### config.mk
export PLATFORM = sky130hd
export DESIGN_NAME = etc_timer_core
export DESIGN_NICKNAME = d
export VERILOG_FILES = /design/src/etc_pkg.sv /design/src/etc_timer_core.sv /design/src/etc_clock_select.sv
export VERILOG_INCLUDE_DIRS = /design/src
export SDC_FILE = /design/constraint.sdc
export NUM_CORES = 1
export LEC_CHECK = 0
export BUFFER_PORTS_ARGS = -buffer_cell sky130_fd_sc_hd__buf_2
export CAP_MARGIN = 0
export CORE_AREA = 2 2 119 121
export CTS_BUF_LIST = sky130_fd_sc_hd__clkbuf_16
export DETAILED_ROUTE_END_ITERATION = 16
export DIE_AREA = 0 0 121 123
export HOLD_SLACK_MARGIN = 0.03
export PLACE_DENSITY = 0.69
export SYNTH_ARGS = -nofsm -noshare
export SYNTH_HDL_FRONTEND = slang
export SYNTH_SLANG_ARGS = --single-unit
### constraint.sdc
create_clock -name clock -period 4.8 [get_ports clock]
set_clock_uncertainty 0.1 [all_clocks]
set_input_delay 0.96 -clock clock [delete_from_list [all_inputs] [get_ports clock]]
set_output_delay 0.96 -clock clock [all_outputs]
set_load 0.02 [all_outputs]
### src/etc_params.svh
// Constants of the 8-bit timer/counter core: register offsets, field positions,
// reset values and prescaler taps.
// Assumes it is included by bare name from each design file that needs it.
`ifndef ETC_PARAMS_SVH
`define ETC_PARAMS_SVH

// Register byte offsets on the APB window
`define ETC_OFF_CONTROL_A 8'h00
`define ETC_OFF_CONTROL_B 8'h04
`define ETC_OFF_COUNT 8'h08
`define ETC_OFF_COMPARE_A 8'h0c
`define ETC_OFF_COMPARE_B 8'h10
`define ETC_OFF_FLAGS 8'h14
`define ETC_OFF_MASK 8'h18
`define ETC_OFF_POWER 8'h1c

// Field positions
`define ETC_CTLA_WAVE_MSB 1
`define ETC_CTLA_WAVE_LSB 0
`define ETC_CTLB_CLKSEL_MSB 2
`define ETC_CTLB_CLKSEL_LSB 0
`define ETC_CTLB_WAVE_BIT2 3
`define ETC_FLAG_OVERFLOW 0
`define ETC_FLAG_COMPARE_A 1
`define ETC_FLAG_COMPARE_B 2
`define ETC_FLAG_MSB 2
`define ETC_POWER_BIT 0

// Counter limits
`define ETC_BOTTOM 8'h00
`define ETC_MAX 8'hff

// Reset values
`define ETC_RESET_BYTE 8'h00
`define ETC_RESET_FLAGS 3'h0
`define ETC_RESET_POWER 1'b1

// Prescaler tap masks: a tick fires when all masked bits are one
`define ETC_TAP_DIV8 10'h007
`define ETC_TAP_DIV64 10'h03f
`define ETC_TAP_DIV256 10'h0ff
`define ETC_TAP_DIV1024 10'h3ff

`endif

### src/etc_pkg.sv
// Types shared by the timer/counter core and its clock selector.
// Assumes it is compiled before every design module.
package etc_pkg;

  // Counting sequence selected by the three-bit waveform mode field
  typedef enum logic [2:0] {
    ETC_WAVE_NORMAL = 3'h0,
    ETC_WAVE_PC_MAX = 3'h1,
    ETC_WAVE_CTC = 3'h2,
    ETC_WAVE_FAST_MAX = 3'h3,
    ETC_WAVE_RSV4 = 3'h4,
    ETC_WAVE_PC_CMPA = 3'h5,
    ETC_WAVE_RSV6 = 3'h6,
    ETC_WAVE_FAST_CMPA = 3'h7
  } etc_wave_mode_t;

  // Timer clock source
  typedef enum logic [2:0] {
    ETC_CLK_OFF = 3'h0,
    ETC_CLK_DIV1 = 3'h1,
    ETC_CLK_DIV8 = 3'h2,
    ETC_CLK_DIV64 = 3'h3,
    ETC_CLK_DIV256 = 3'h4,
    ETC_CLK_DIV1024 = 3'h5,
    ETC_CLK_EXT_FALL = 3'h6,
    ETC_CLK_EXT_RISE = 3'h7
  } etc_clock_sel_t;

endpackage

### src/etc_timer_core.sv
// Top of the 8-bit timer/counter core: APB register file, counter unit,
// two compare units with double buffering, flags and masked requests.
// Assumes a zero-wait APB master on the same clock and an asynchronous event pin.
//
// Chosen here: the register addresses and the APB register port.
`timescale 1ns/1ns
`default_nettype none
`include "etc_params.svh"

// How it works
// - Count and compare registers are eight bits
// - Bottom indicated when count equals zero
// - Max indicated when count equals 0xFF
// - Top is 0xFF or compare A
// - Clock select picks prescaler or pin edge
// - Clock select zero stops the counter
// - Each tick clears, increments or decrements
// - Clear forces all count bits low
// - Top and bottom status signals provided
// - CPU reads and writes count anytime
// - CPU count write beats clear and count
// - Mode field split over both controls
// - Overflow flag set depending on mode
// - Compares run continuously toward waveform logic
// - Match sets compare flag A or B
// - Flags in one register, individually masked
// - Compare registers double buffered in PWM
// - Normal mode wraps, overflow at zero
// - CTC mode clears count on compare A
// - Compare flag set on following tick
// - Count write blocks next tick's matches
module etc_timer_core (
  // Clock and reset
  input wire logic clock,
  input wire logic rstn,
  // APB slave
  input wire logic psel,
  input wire logic penable,
  input wire logic pwrite,
  input wire logic [7:0] paddr,
  input wire logic [31:0] pwdata,
  output logic [31:0] prdata,
  output logic pready,
  output logic pslverr,
  // External event pin
  input wire logic extEventPin,
  // Status toward the waveform generator
  output logic timerTickOut,
  output logic matchA,
  output logic matchB,
  output logic atTop,
  output logic atBottom,
  output logic atMax,
  output logic countDown,
  // Masked requests
  output logic overflowRequest,
  output logic compareRequestA,
  output logic compareRequestB
);
  import etc_pkg::*;

  // Register state; all software-visible except the comparator-side compare values
  logic [1:0] waveModeLow; // Waveform mode bits 1:0, control A
  logic waveModeBit2; // Waveform mode bit 2, control B
  etc_clock_sel_t clockSelectField; // Clock source, control B
  logic [7:0] countValue; // Counter
  logic [7:0] compareBufA; // CPU side of compare A
  logic [7:0] compareBufB; // CPU side of compare B
  logic [7:0] compareValueA; // Compare A as used by the comparator
  logic [7:0] compareValueB; // Compare B as used by the comparator
  logic [2:0] timerFlagRegister; // Overflow, compare A, compare B
  logic [2:0] timerMaskRegister; // Matching enables
  logic timerPowerReductionBit; // High keeps the block asleep

  // Internal state and strobes
  logic timerTick; // One-cycle tick from the clock selector
  logic blockMatch; // Set by a count write, cleared by the next tick
  etc_wave_mode_t waveMode;
  logic [7:0] topValue;
  logic apbWrite;
  logic writeCount;
  logic writeCompareA;
  logic writeCompareB;
  logic [7:0] next_count;
  logic next_down;
  logic clearCount;
  logic bufferLoad;
  logic setOverflow;
  logic matchEventA;
  logic matchEventB;
  logic [7:0] next_bufA;
  logic [7:0] next_bufB;
  logic [7:0] next_cmpA;
  logic [7:0] next_cmpB;
  logic [2:0] next_flags;
  logic [2:0] flagClear;
  logic [31:0] readData;

  // PWM modes are the odd codes; they alone use buffered compares
  function automatic logic isPwm(input etc_wave_mode_t mode);
    isPwm = mode[0];
  endfunction

  // Phase-correct modes count up and down
  function automatic logic isPhase(input etc_wave_mode_t mode);
    isPhase = (mode == ETC_WAVE_PC_MAX) || (mode == ETC_WAVE_PC_CMPA);
  endfunction

  // Top of the sequence for a mode
  function automatic logic [7:0] topOf(input etc_wave_mode_t mode, input logic [7:0] cmpA);
    case (mode)
      ETC_WAVE_CTC, ETC_WAVE_PC_CMPA, ETC_WAVE_FAST_CMPA: topOf = cmpA;
      default: topOf = `ETC_MAX;
    endcase
  endfunction

  // Word-aligned decode of the register window
  function automatic logic addrMapped(input logic [7:0] addr);
    case (addr)
      `ETC_OFF_CONTROL_A, `ETC_OFF_CONTROL_B, `ETC_OFF_COUNT,
      `ETC_OFF_COMPARE_A, `ETC_OFF_COMPARE_B, `ETC_OFF_FLAGS,
      `ETC_OFF_MASK, `ETC_OFF_POWER: addrMapped = 1'b1;
      default: addrMapped = 1'b0;
    endcase
  endfunction

  assign waveMode = etc_wave_mode_t'({waveModeBit2, waveModeLow});
  assign topValue = topOf(waveMode, compareValueA);

  // Write strobes fire only at the completing access edge
  assign apbWrite = psel && penable && pwrite && pready;
  assign writeCount = apbWrite && (paddr == `ETC_OFF_COUNT);
  assign writeCompareA = apbWrite && (paddr == `ETC_OFF_COMPARE_A);
  assign writeCompareB = apbWrite && (paddr == `ETC_OFF_COMPARE_B);

  // Tick source; the selector owns synchronisation and the power gate
  etc_clock_select clockSelect (
    .clock(clock),
    .rstn(rstn),
    .powerDown(timerPowerReductionBit),
    .clockSel(clockSelectField),
    .extEventPin(extEventPin),
    .timerTick(timerTick)
  );

  // Counter unit: next value and direction
  always_comb begin
    next_count = countValue;
    next_down = countDown;
    clearCount = 1'b0;
    if (timerTick) begin
      if (isPhase(waveMode)) begin
        if (topValue == `ETC_BOTTOM) begin
          clearCount = 1'b1; // Degenerate top: sit at zero
          next_down = 1'b0;
        end else if (!countDown) begin
          if (countValue == topValue) begin
            next_down = 1'b1;
            next_count = countValue - 8'h01;
          end else begin
            next_count = countValue + 8'h01;
          end
        end else begin
          if (countValue == `ETC_BOTTOM) begin
            next_down = 1'b0;
            next_count = countValue + 8'h01;
          end else begin
            next_count = countValue - 8'h01;
          end
        end
      end else begin
        next_down = 1'b0;
        if (countValue == topValue) begin
          clearCount = 1'b1;
        end else begin
          next_count = countValue + 8'h01;
        end
      end
    end
    if (clearCount) begin
      next_count = `ETC_BOTTOM;
    end
    if (writeCount) begin
      next_count = pwdata[7:0];
    end
  end

  // Counter register; software access needs no tick
  always_ff @(posedge clock or negedge rstn) begin
    if (!rstn) begin
      countValue <= `ETC_RESET_BYTE;
      countDown <= 1'b0;
    end else begin
      countValue <= next_count;
      countDown <= next_down;
    end
  end

  // Overflow condition per mode; a coinciding count write cancels the event
  always_comb begin
    setOverflow = 1'b0;
    if (timerTick && !writeCount) begin
      case (waveMode)
        ETC_WAVE_FAST_MAX, ETC_WAVE_FAST_CMPA: setOverflow = countValue == topValue;
        ETC_WAVE_PC_MAX, ETC_WAVE_PC_CMPA: setOverflow = countDown && countValue == `ETC_BOTTOM;
        default: setOverflow = !countDown && countValue == `ETC_MAX;
      endcase
    end
  end

  // Buffer reload point: bottom for fast PWM, top for phase correct
  assign bufferLoad = timerTick && isPwm(waveMode) && countValue == topValue
    && (!isPhase(waveMode) || !countDown);

  // Match seen on the tick after the counter sat on the value
  assign matchEventA = timerTick && !blockMatch && countValue == compareValueA;
  assign matchEventB = timerTick && !blockMatch && countValue == compareValueB;

  // Match blocking after a count write, held even with no clock
  always_ff @(posedge clock or negedge rstn) begin
    if (!rstn) begin
      blockMatch <= 1'b0;
    end else if (writeCount) begin
      blockMatch <= 1'b1;
    end else if (timerTick) begin
      blockMatch <= 1'b0;
    end
  end

  // Compare values: CPU side and comparator side
  always_comb begin
    next_bufA = writeCompareA ? pwdata[7:0] : compareBufA;
    next_bufB = writeCompareB ? pwdata[7:0] : compareBufB;
    // Non-PWM modes write through so a new value acts at once
    next_cmpA = (!isPwm(waveMode) || bufferLoad) ? next_bufA : compareValueA;
    next_cmpB = (!isPwm(waveMode) || bufferLoad) ? next_bufB : compareValueB;
  end

  // Compare registers
  always_ff @(posedge clock or negedge rstn) begin
    if (!rstn) begin
      compareBufA <= `ETC_RESET_BYTE;
      compareBufB <= `ETC_RESET_BYTE;
      compareValueA <= `ETC_RESET_BYTE;
      compareValueB <= `ETC_RESET_BYTE;
    end else begin
      compareBufA <= next_bufA;
      compareBufB <= next_bufB;
      compareValueA <= next_cmpA;
      compareValueB <= next_cmpB;
    end
  end

  // Flags: write one to clear, and a same-cycle event wins over the clear
  always_comb begin
    flagClear = (apbWrite && paddr == `ETC_OFF_FLAGS) ? pwdata[`ETC_FLAG_MSB:0] : 3'h0;
    next_flags = timerFlagRegister & ~flagClear;
    if (setOverflow) begin
      next_flags[`ETC_FLAG_OVERFLOW] = 1'b1;
    end
    if (matchEventA) begin
      next_flags[`ETC_FLAG_COMPARE_A] = 1'b1;
    end
    if (matchEventB) begin
      next_flags[`ETC_FLAG_COMPARE_B] = 1'b1;
    end
  end

  // Flag register and masked requests
  always_ff @(posedge clock or negedge rstn) begin
    if (!rstn) begin
      timerFlagRegister <= `ETC_RESET_FLAGS;
      overflowRequest <= 1'b0;
      compareRequestA <= 1'b0;
      compareRequestB <= 1'b0;
    end else begin
      timerFlagRegister <= next_flags;
      overflowRequest <= next_flags[`ETC_FLAG_OVERFLOW] && timerMaskRegister[`ETC_FLAG_OVERFLOW];
      compareRequestA <= next_flags[`ETC_FLAG_COMPARE_A]
        && timerMaskRegister[`ETC_FLAG_COMPARE_A];
      compareRequestB <= next_flags[`ETC_FLAG_COMPARE_B]
        && timerMaskRegister[`ETC_FLAG_COMPARE_B];
    end
  end

  // Control, mask and power registers
  always_ff @(posedge clock or negedge rstn) begin
    if (!rstn) begin
      waveModeLow <= 2'h0;
      waveModeBit2 <= 1'b0;
      clockSelectField <= ETC_CLK_OFF;
      timerMaskRegister <= `ETC_RESET_FLAGS;
      timerPowerReductionBit <= `ETC_RESET_POWER;
    end else if (apbWrite) begin
      case (paddr)
        `ETC_OFF_CONTROL_A: waveModeLow <= pwdata[`ETC_CTLA_WAVE_MSB:`ETC_CTLA_WAVE_LSB];
        `ETC_OFF_CONTROL_B: begin
          clockSelectField <= etc_clock_sel_t'(pwdata[`ETC_CTLB_CLKSEL_MSB:`ETC_CTLB_CLKSEL_LSB]);
          waveModeBit2 <= pwdata[`ETC_CTLB_WAVE_BIT2];
        end
        `ETC_OFF_MASK: timerMaskRegister <= pwdata[`ETC_FLAG_MSB:0];
        `ETC_OFF_POWER: timerPowerReductionBit <= pwdata[`ETC_POWER_BIT];
        default: begin
          // Other offsets are stored elsewhere or unmapped
        end
      endcase
    end
  end

  // Read multiplexer; compares read back the CPU side
  always_comb begin
    readData = 32'h0000_0000;
    case (paddr)
      `ETC_OFF_CONTROL_A: readData[`ETC_CTLA_WAVE_MSB:`ETC_CTLA_WAVE_LSB] = waveModeLow;
      `ETC_OFF_CONTROL_B: begin
        readData[`ETC_CTLB_CLKSEL_MSB:`ETC_CTLB_CLKSEL_LSB] = clockSelectField;
        readData[`ETC_CTLB_WAVE_BIT2] = waveModeBit2;
      end
      `ETC_OFF_COUNT: readData[7:0] = countValue;
      `ETC_OFF_COMPARE_A: readData[7:0] = compareBufA;
      `ETC_OFF_COMPARE_B: readData[7:0] = compareBufB;
      `ETC_OFF_FLAGS: readData[`ETC_FLAG_MSB:0] = timerFlagRegister;
      `ETC_OFF_MASK: readData[`ETC_FLAG_MSB:0] = timerMaskRegister;
      `ETC_OFF_POWER: readData[`ETC_POWER_BIT] = timerPowerReductionBit;
      default: readData = 32'h0000_0000;
    endcase
  end

  // APB answer: data captured in setup, so the access phase needs no wait
  always_ff @(posedge clock or negedge rstn) begin
    if (!rstn) begin
      prdata <= 32'h0000_0000;
      pready <= 1'b0;
      pslverr <= 1'b0;
    end else begin
      pready <= 1'b1;
      if (psel && !penable) begin
        prdata <= pwrite ? 32'h0000_0000 : readData;
        pslverr <= !addrMapped(paddr);
      end else if (!psel) begin
        pslverr <= 1'b0;
      end
    end
  end

  // Status toward the waveform logic, aligned with the counter register
  always_ff @(posedge clock or negedge rstn) begin
    if (!rstn) begin
      timerTickOut <= 1'b0;
      matchA <= 1'b0;
      matchB <= 1'b0;
      atTop <= 1'b0;
      atBottom <= 1'b0;
      atMax <= 1'b0;
    end else begin
      timerTickOut <= timerTick;
      matchA <= next_count == next_cmpA;
      matchB <= next_count == next_cmpB;
      atTop <= next_count == topOf(waveMode, next_cmpA);
      atBottom <= next_count == `ETC_BOTTOM;
      atMax <= next_count == `ETC_MAX;
    end
  end

endmodule // etc_timer_core

`default_nettype wire

### src/etc_clock_select.sv
// Clock selector of the timer: prescaler taps and external event edge detector.
// Assumes one system clock; the event pin is asynchronous to it.
`timescale 1ns/1ns
`default_nettype none
`include "etc_params.svh"

module etc_clock_select (
  // Clock and reset
  input wire logic clock,
  input wire logic rstn,
  // Control
  input wire logic powerDown,
  input wire etc_pkg::etc_clock_sel_t clockSel,
  // External event pin
  input wire logic extEventPin,
  // One-cycle timer tick
  output logic timerTick
);
  import etc_pkg::*;

  logic extSync1; // First synchroniser stage, read only by extSync2
  logic extSync2; // Synchronised pin level
  logic extLast; // Previous synchronised level, for edge detection
  logic [9:0] prescale; // Free divider of the system clock
  logic next_tick;

  // All taps share one test, so it lives in a function
  function automatic logic tapHit(input logic [9:0] value, input logic [9:0] mask);
    tapHit = (value & mask) == mask;
  endfunction

  // Two-stage synchroniser plus a history stage for edge detection
  always_ff @(posedge clock or negedge rstn) begin
    if (!rstn) begin
      extSync1 <= 1'b0;
      extSync2 <= 1'b0;
      extLast <= 1'b0;
    end else begin
      extSync1 <= extEventPin;
      extSync2 <= extSync1;
      extLast <= extSync2;
    end
  end

  // Divider held at zero while stopped, so a restart begins a full period
  always_ff @(posedge clock or negedge rstn) begin
    if (!rstn) begin
      prescale <= 10'h000;
    end else if (powerDown || clockSel == ETC_CLK_OFF) begin
      prescale <= 10'h000;
    end else begin
      prescale <= prescale + 10'h001;
    end
  end

  // Source and edge choice
  always_comb begin
    case (clockSel)
      ETC_CLK_OFF: next_tick = 1'b0;
      ETC_CLK_DIV1: next_tick = 1'b1;
      ETC_CLK_DIV8: next_tick = tapHit(prescale, `ETC_TAP_DIV8);
      ETC_CLK_DIV64: next_tick = tapHit(prescale, `ETC_TAP_DIV64);
      ETC_CLK_DIV256: next_tick = tapHit(prescale, `ETC_TAP_DIV256);
      ETC_CLK_DIV1024: next_tick = tapHit(prescale, `ETC_TAP_DIV1024);
      ETC_CLK_EXT_FALL: next_tick = extLast && !extSync2;
      ETC_CLK_EXT_RISE: next_tick = !extLast && extSync2;
      default: next_tick = 1'b0;
    endcase
  end

  // Registered tick; the power gate holds the tick and the divider, while the synchroniser keeps sampling
  always_ff @(posedge clock or negedge rstn) begin
    if (!rstn) begin
      timerTick <= 1'b0;
    end else begin
      timerTick <= next_tick && !powerDown;
    end
  end

endmodule // etc_clock_select

`default_nettype wire

==> impl_metrics.toml <==
[pwr]
seqPwrFrac = 0.456
peakVddDrop_v = 0.000183
power_density_mw_per_mm2 = 279
pwr-share-comb = 0.060
switchingPower_mw = 0.374
power.internal_mw = 1.29
switching_share = 0.225
clockPowerShare = 0.483
p_leak_nw = 2.75

[global_routing]
grt_pass1_wl_mm = 22.3
antenna_found_initial = 0
grt_pass1_vias = 4201
grt_max_degree = 89
overflow = 0
grt_util_all_layers = 0.196

[finish]
fillers = 1299
nets = 629
final_core_util = 0.436
antenna_cells = 0
final_cell_area_sq_mm = 0.00594
stdcell_count = 763
syn2layout_area_growth_pct = 12.0
multi_input_area_sq_mm = 0.00281
seq_area_sq_mm = 0.00220
layout-drive-gt1-share = 0.214

[placement]
dp_cells = 747
hpwlAfterDp_mm = 10.3
placedInstanceArea_sq_mm = 0.00560
place.gp.congestion = 0.916
io_buffers = 41

[floorplanning]
dieHeight_um = 123
dieArea_sq_mm = 0.0149
die_w_um = 121
row_count = 43
start_util = 0.389
pin_count = 90
core_region_area_sq_mm = 0.0136

[detailed_routing]
wl_per_cell_um = 18.2
avgViaCountPerCell = 5.65
via_count = 4312
ant_nets = 0
drt_iter0_drc = 441
wl_mm = 13.9
first_pass_iters = 5
drc = 0

[synth]
synthXorXnorAreaFrac = 0.0661
synth_top_family_by_area = "simple AND/OR/NAND/NOR gates"
synth.most_common_cell = "dfrtp_1"
synth_warnings = 0
synth_compound_area_frac = 0.143
synthAdderAreaFrac = 0.0118
ys_async_sr_fraction = 1.00
post-synth-top-area-fraction = 0.411
netlist_instances = 546
ys_seq_elements = 88
muxShareOfSynthArea = 0.114
synth-edff-count = 0
ys_seq_area_frac = 0.416
synth_area_leaders = "dfrtp_1 41%, mux2_2 9.1%, buf_4 3.4%"
netlist_area_sq_mm = 0.00530
synthFlopType = "dfrtp_1"
synth.largest_area_cell = "dfrtp_1"
synth_cell_types = 72
yosys.area_share.simple = 0.178
syn_avg_cell_area_sq_um = 9.71
synthTopCellsByCount = "87 x dfrtp_1, 46 x nand2_1, 43 x mux2_2, 34 x nor2_1, 24 x buf_4"

[job]
drv_cap = 0

[sta]
slew_headroom = 0.270
max_freq_mhz = 257
grt_setup_unrepaired = "false"
hold_viol_final = 0
hold-worst-slack_ns = 0.248
finalCritPeriodShare = 0.810
drv_slew = 0
setup_viol = 0
period_needed_ns = 3.89
worst_pin_slew_ns = 1.09
tns_ns = 0

[worst_setup_path]
cp-start-kind = "flip-flop"
end_kind = "flip-flop"
crit_start = "waveModeLow[0]$_DFFE_PN0P_"
worst_ep_arrival_time_ns = 4.03
worst-path-max-fanout = 12
required_ns = 4.95
r2r-start = "waveModeLow[0]$_DFFE_PN0P_"
critPathKind = "reg -> reg"

[clock_tree]
insertion_delay_ns = 0.34
root_buffer = "clkbuf_16"
cts_resized = 0
cts_hold_buf = 0
cts_tree = "built"
cts.sinks = 88
path_clk_slew_ns = 0.07
post_cts_buffers = 0
numCtsBuffers = 9
htree_levels = 3
cts_buffer_depth = 2

[min_path]
hold_class = "reg -> reg"
min-delay-start = "clockSelect.extSync1$_DFF_PN0_"

[status]
outcome = "completed"
==> per-stage QoR <==
stage	worst slack [ns]	power, mW
after floorplan	1.43	0.842
after global placement	0.951	0.869
after detailed placement	0.892	0.871
after CTS	0.932	1.67
after global routing	0.737	1.72
final	0.914	1.66
==> layout make-up <==
type,instances,area share
clock inverters,7,0.0198
clock buffers,9,0.0379
inverters,23,0.0145
multi-input cells,407,0.474
flip-flops and latches,88,0.371
well taps,180,0.0379
repair buffers,49,0.0451
==> power by group through the flow <==
stage	logic [mW]	registers (mW)	clock network, mW
finish	0.100	0.757	0.802
global route	0.111	0.757	0.849
CTS	0.100	0.757	0.815
detailed placement	0.0999	0.771	0
global placement	0.0985	0.770	0
floorplan	0.0748	0.767	0
==> sequential cells by signal, indices dropped and copies added (netlist names), 8 cells and up <==
name,count
compareValueA,8
prdata,8
compareValueB,8
clockSelect.prescale,10
countValue,8
compareBufA,8
compareBufB,8
==> layout by cell type, fill, tap and decap left out, drive strengths merged, types with 15 or more instances in the layout <==
master,instances
buf,49
inv,24
o21ai,23
xnor2,20
dfrtp,87
nor2,34
mux2,43
xor2,20
conb,25
nand3,17
a21oi,18
nor3,15
nand2,46
==> per-layer routing <==
layer,vias up,part of all wire,global-route usage
li1,1984,-,-
met1,2116,0.44,0.264
met2,182,0.46,0.308
met3,30,0.069,0.0424
met4,0,0.030,0.0785
met5,-,0,0
==> logic make-up after synthesis <==
family | after synthesis
multiplexers | 54
XOR/XNOR | 40
AO/OA/AOI/OAI | 101
AND/OR/NAND/NOR | 182
adder cells (fa/ha/maj) | 5
other | 2
flip-flops | 88
buffers and inverters | 74
==> worst max-delay path, cell delays in order (launching register included) <==
cell	delay (ns)
dfrtp_1	0.54
or3b_4	0.49
a2111o_1	0.48
and2_4	0.21
o41ai_4	0.66
buf_4	0.31
mux2_2	0.37
xor2_1	0.21
nand3_1	0.13
a221oi_2	0.29
==> final timing paths <==
kind,end,slack (ns),depth (start not counted)
min in group asynchronous,clockSelect.extSync1$_DFF_PN0_,0.69,1
setup reg to reg,atTop$_DFF_PN0_,0.91,9
hold reg to reg,clockSelect.extSync2$_DFF_PN0_,0.25,0
setup / recovery,atTop$_DFF_PN0_,0.91,9
hold / removal,clockSelect.extSync2$_DFF_PN0_,0.25,0
max in group asynchronous,prdata[2]$_DFFE_PN0P_,3.17,1
No activity file was read; power rests on OpenSTA's default activity.
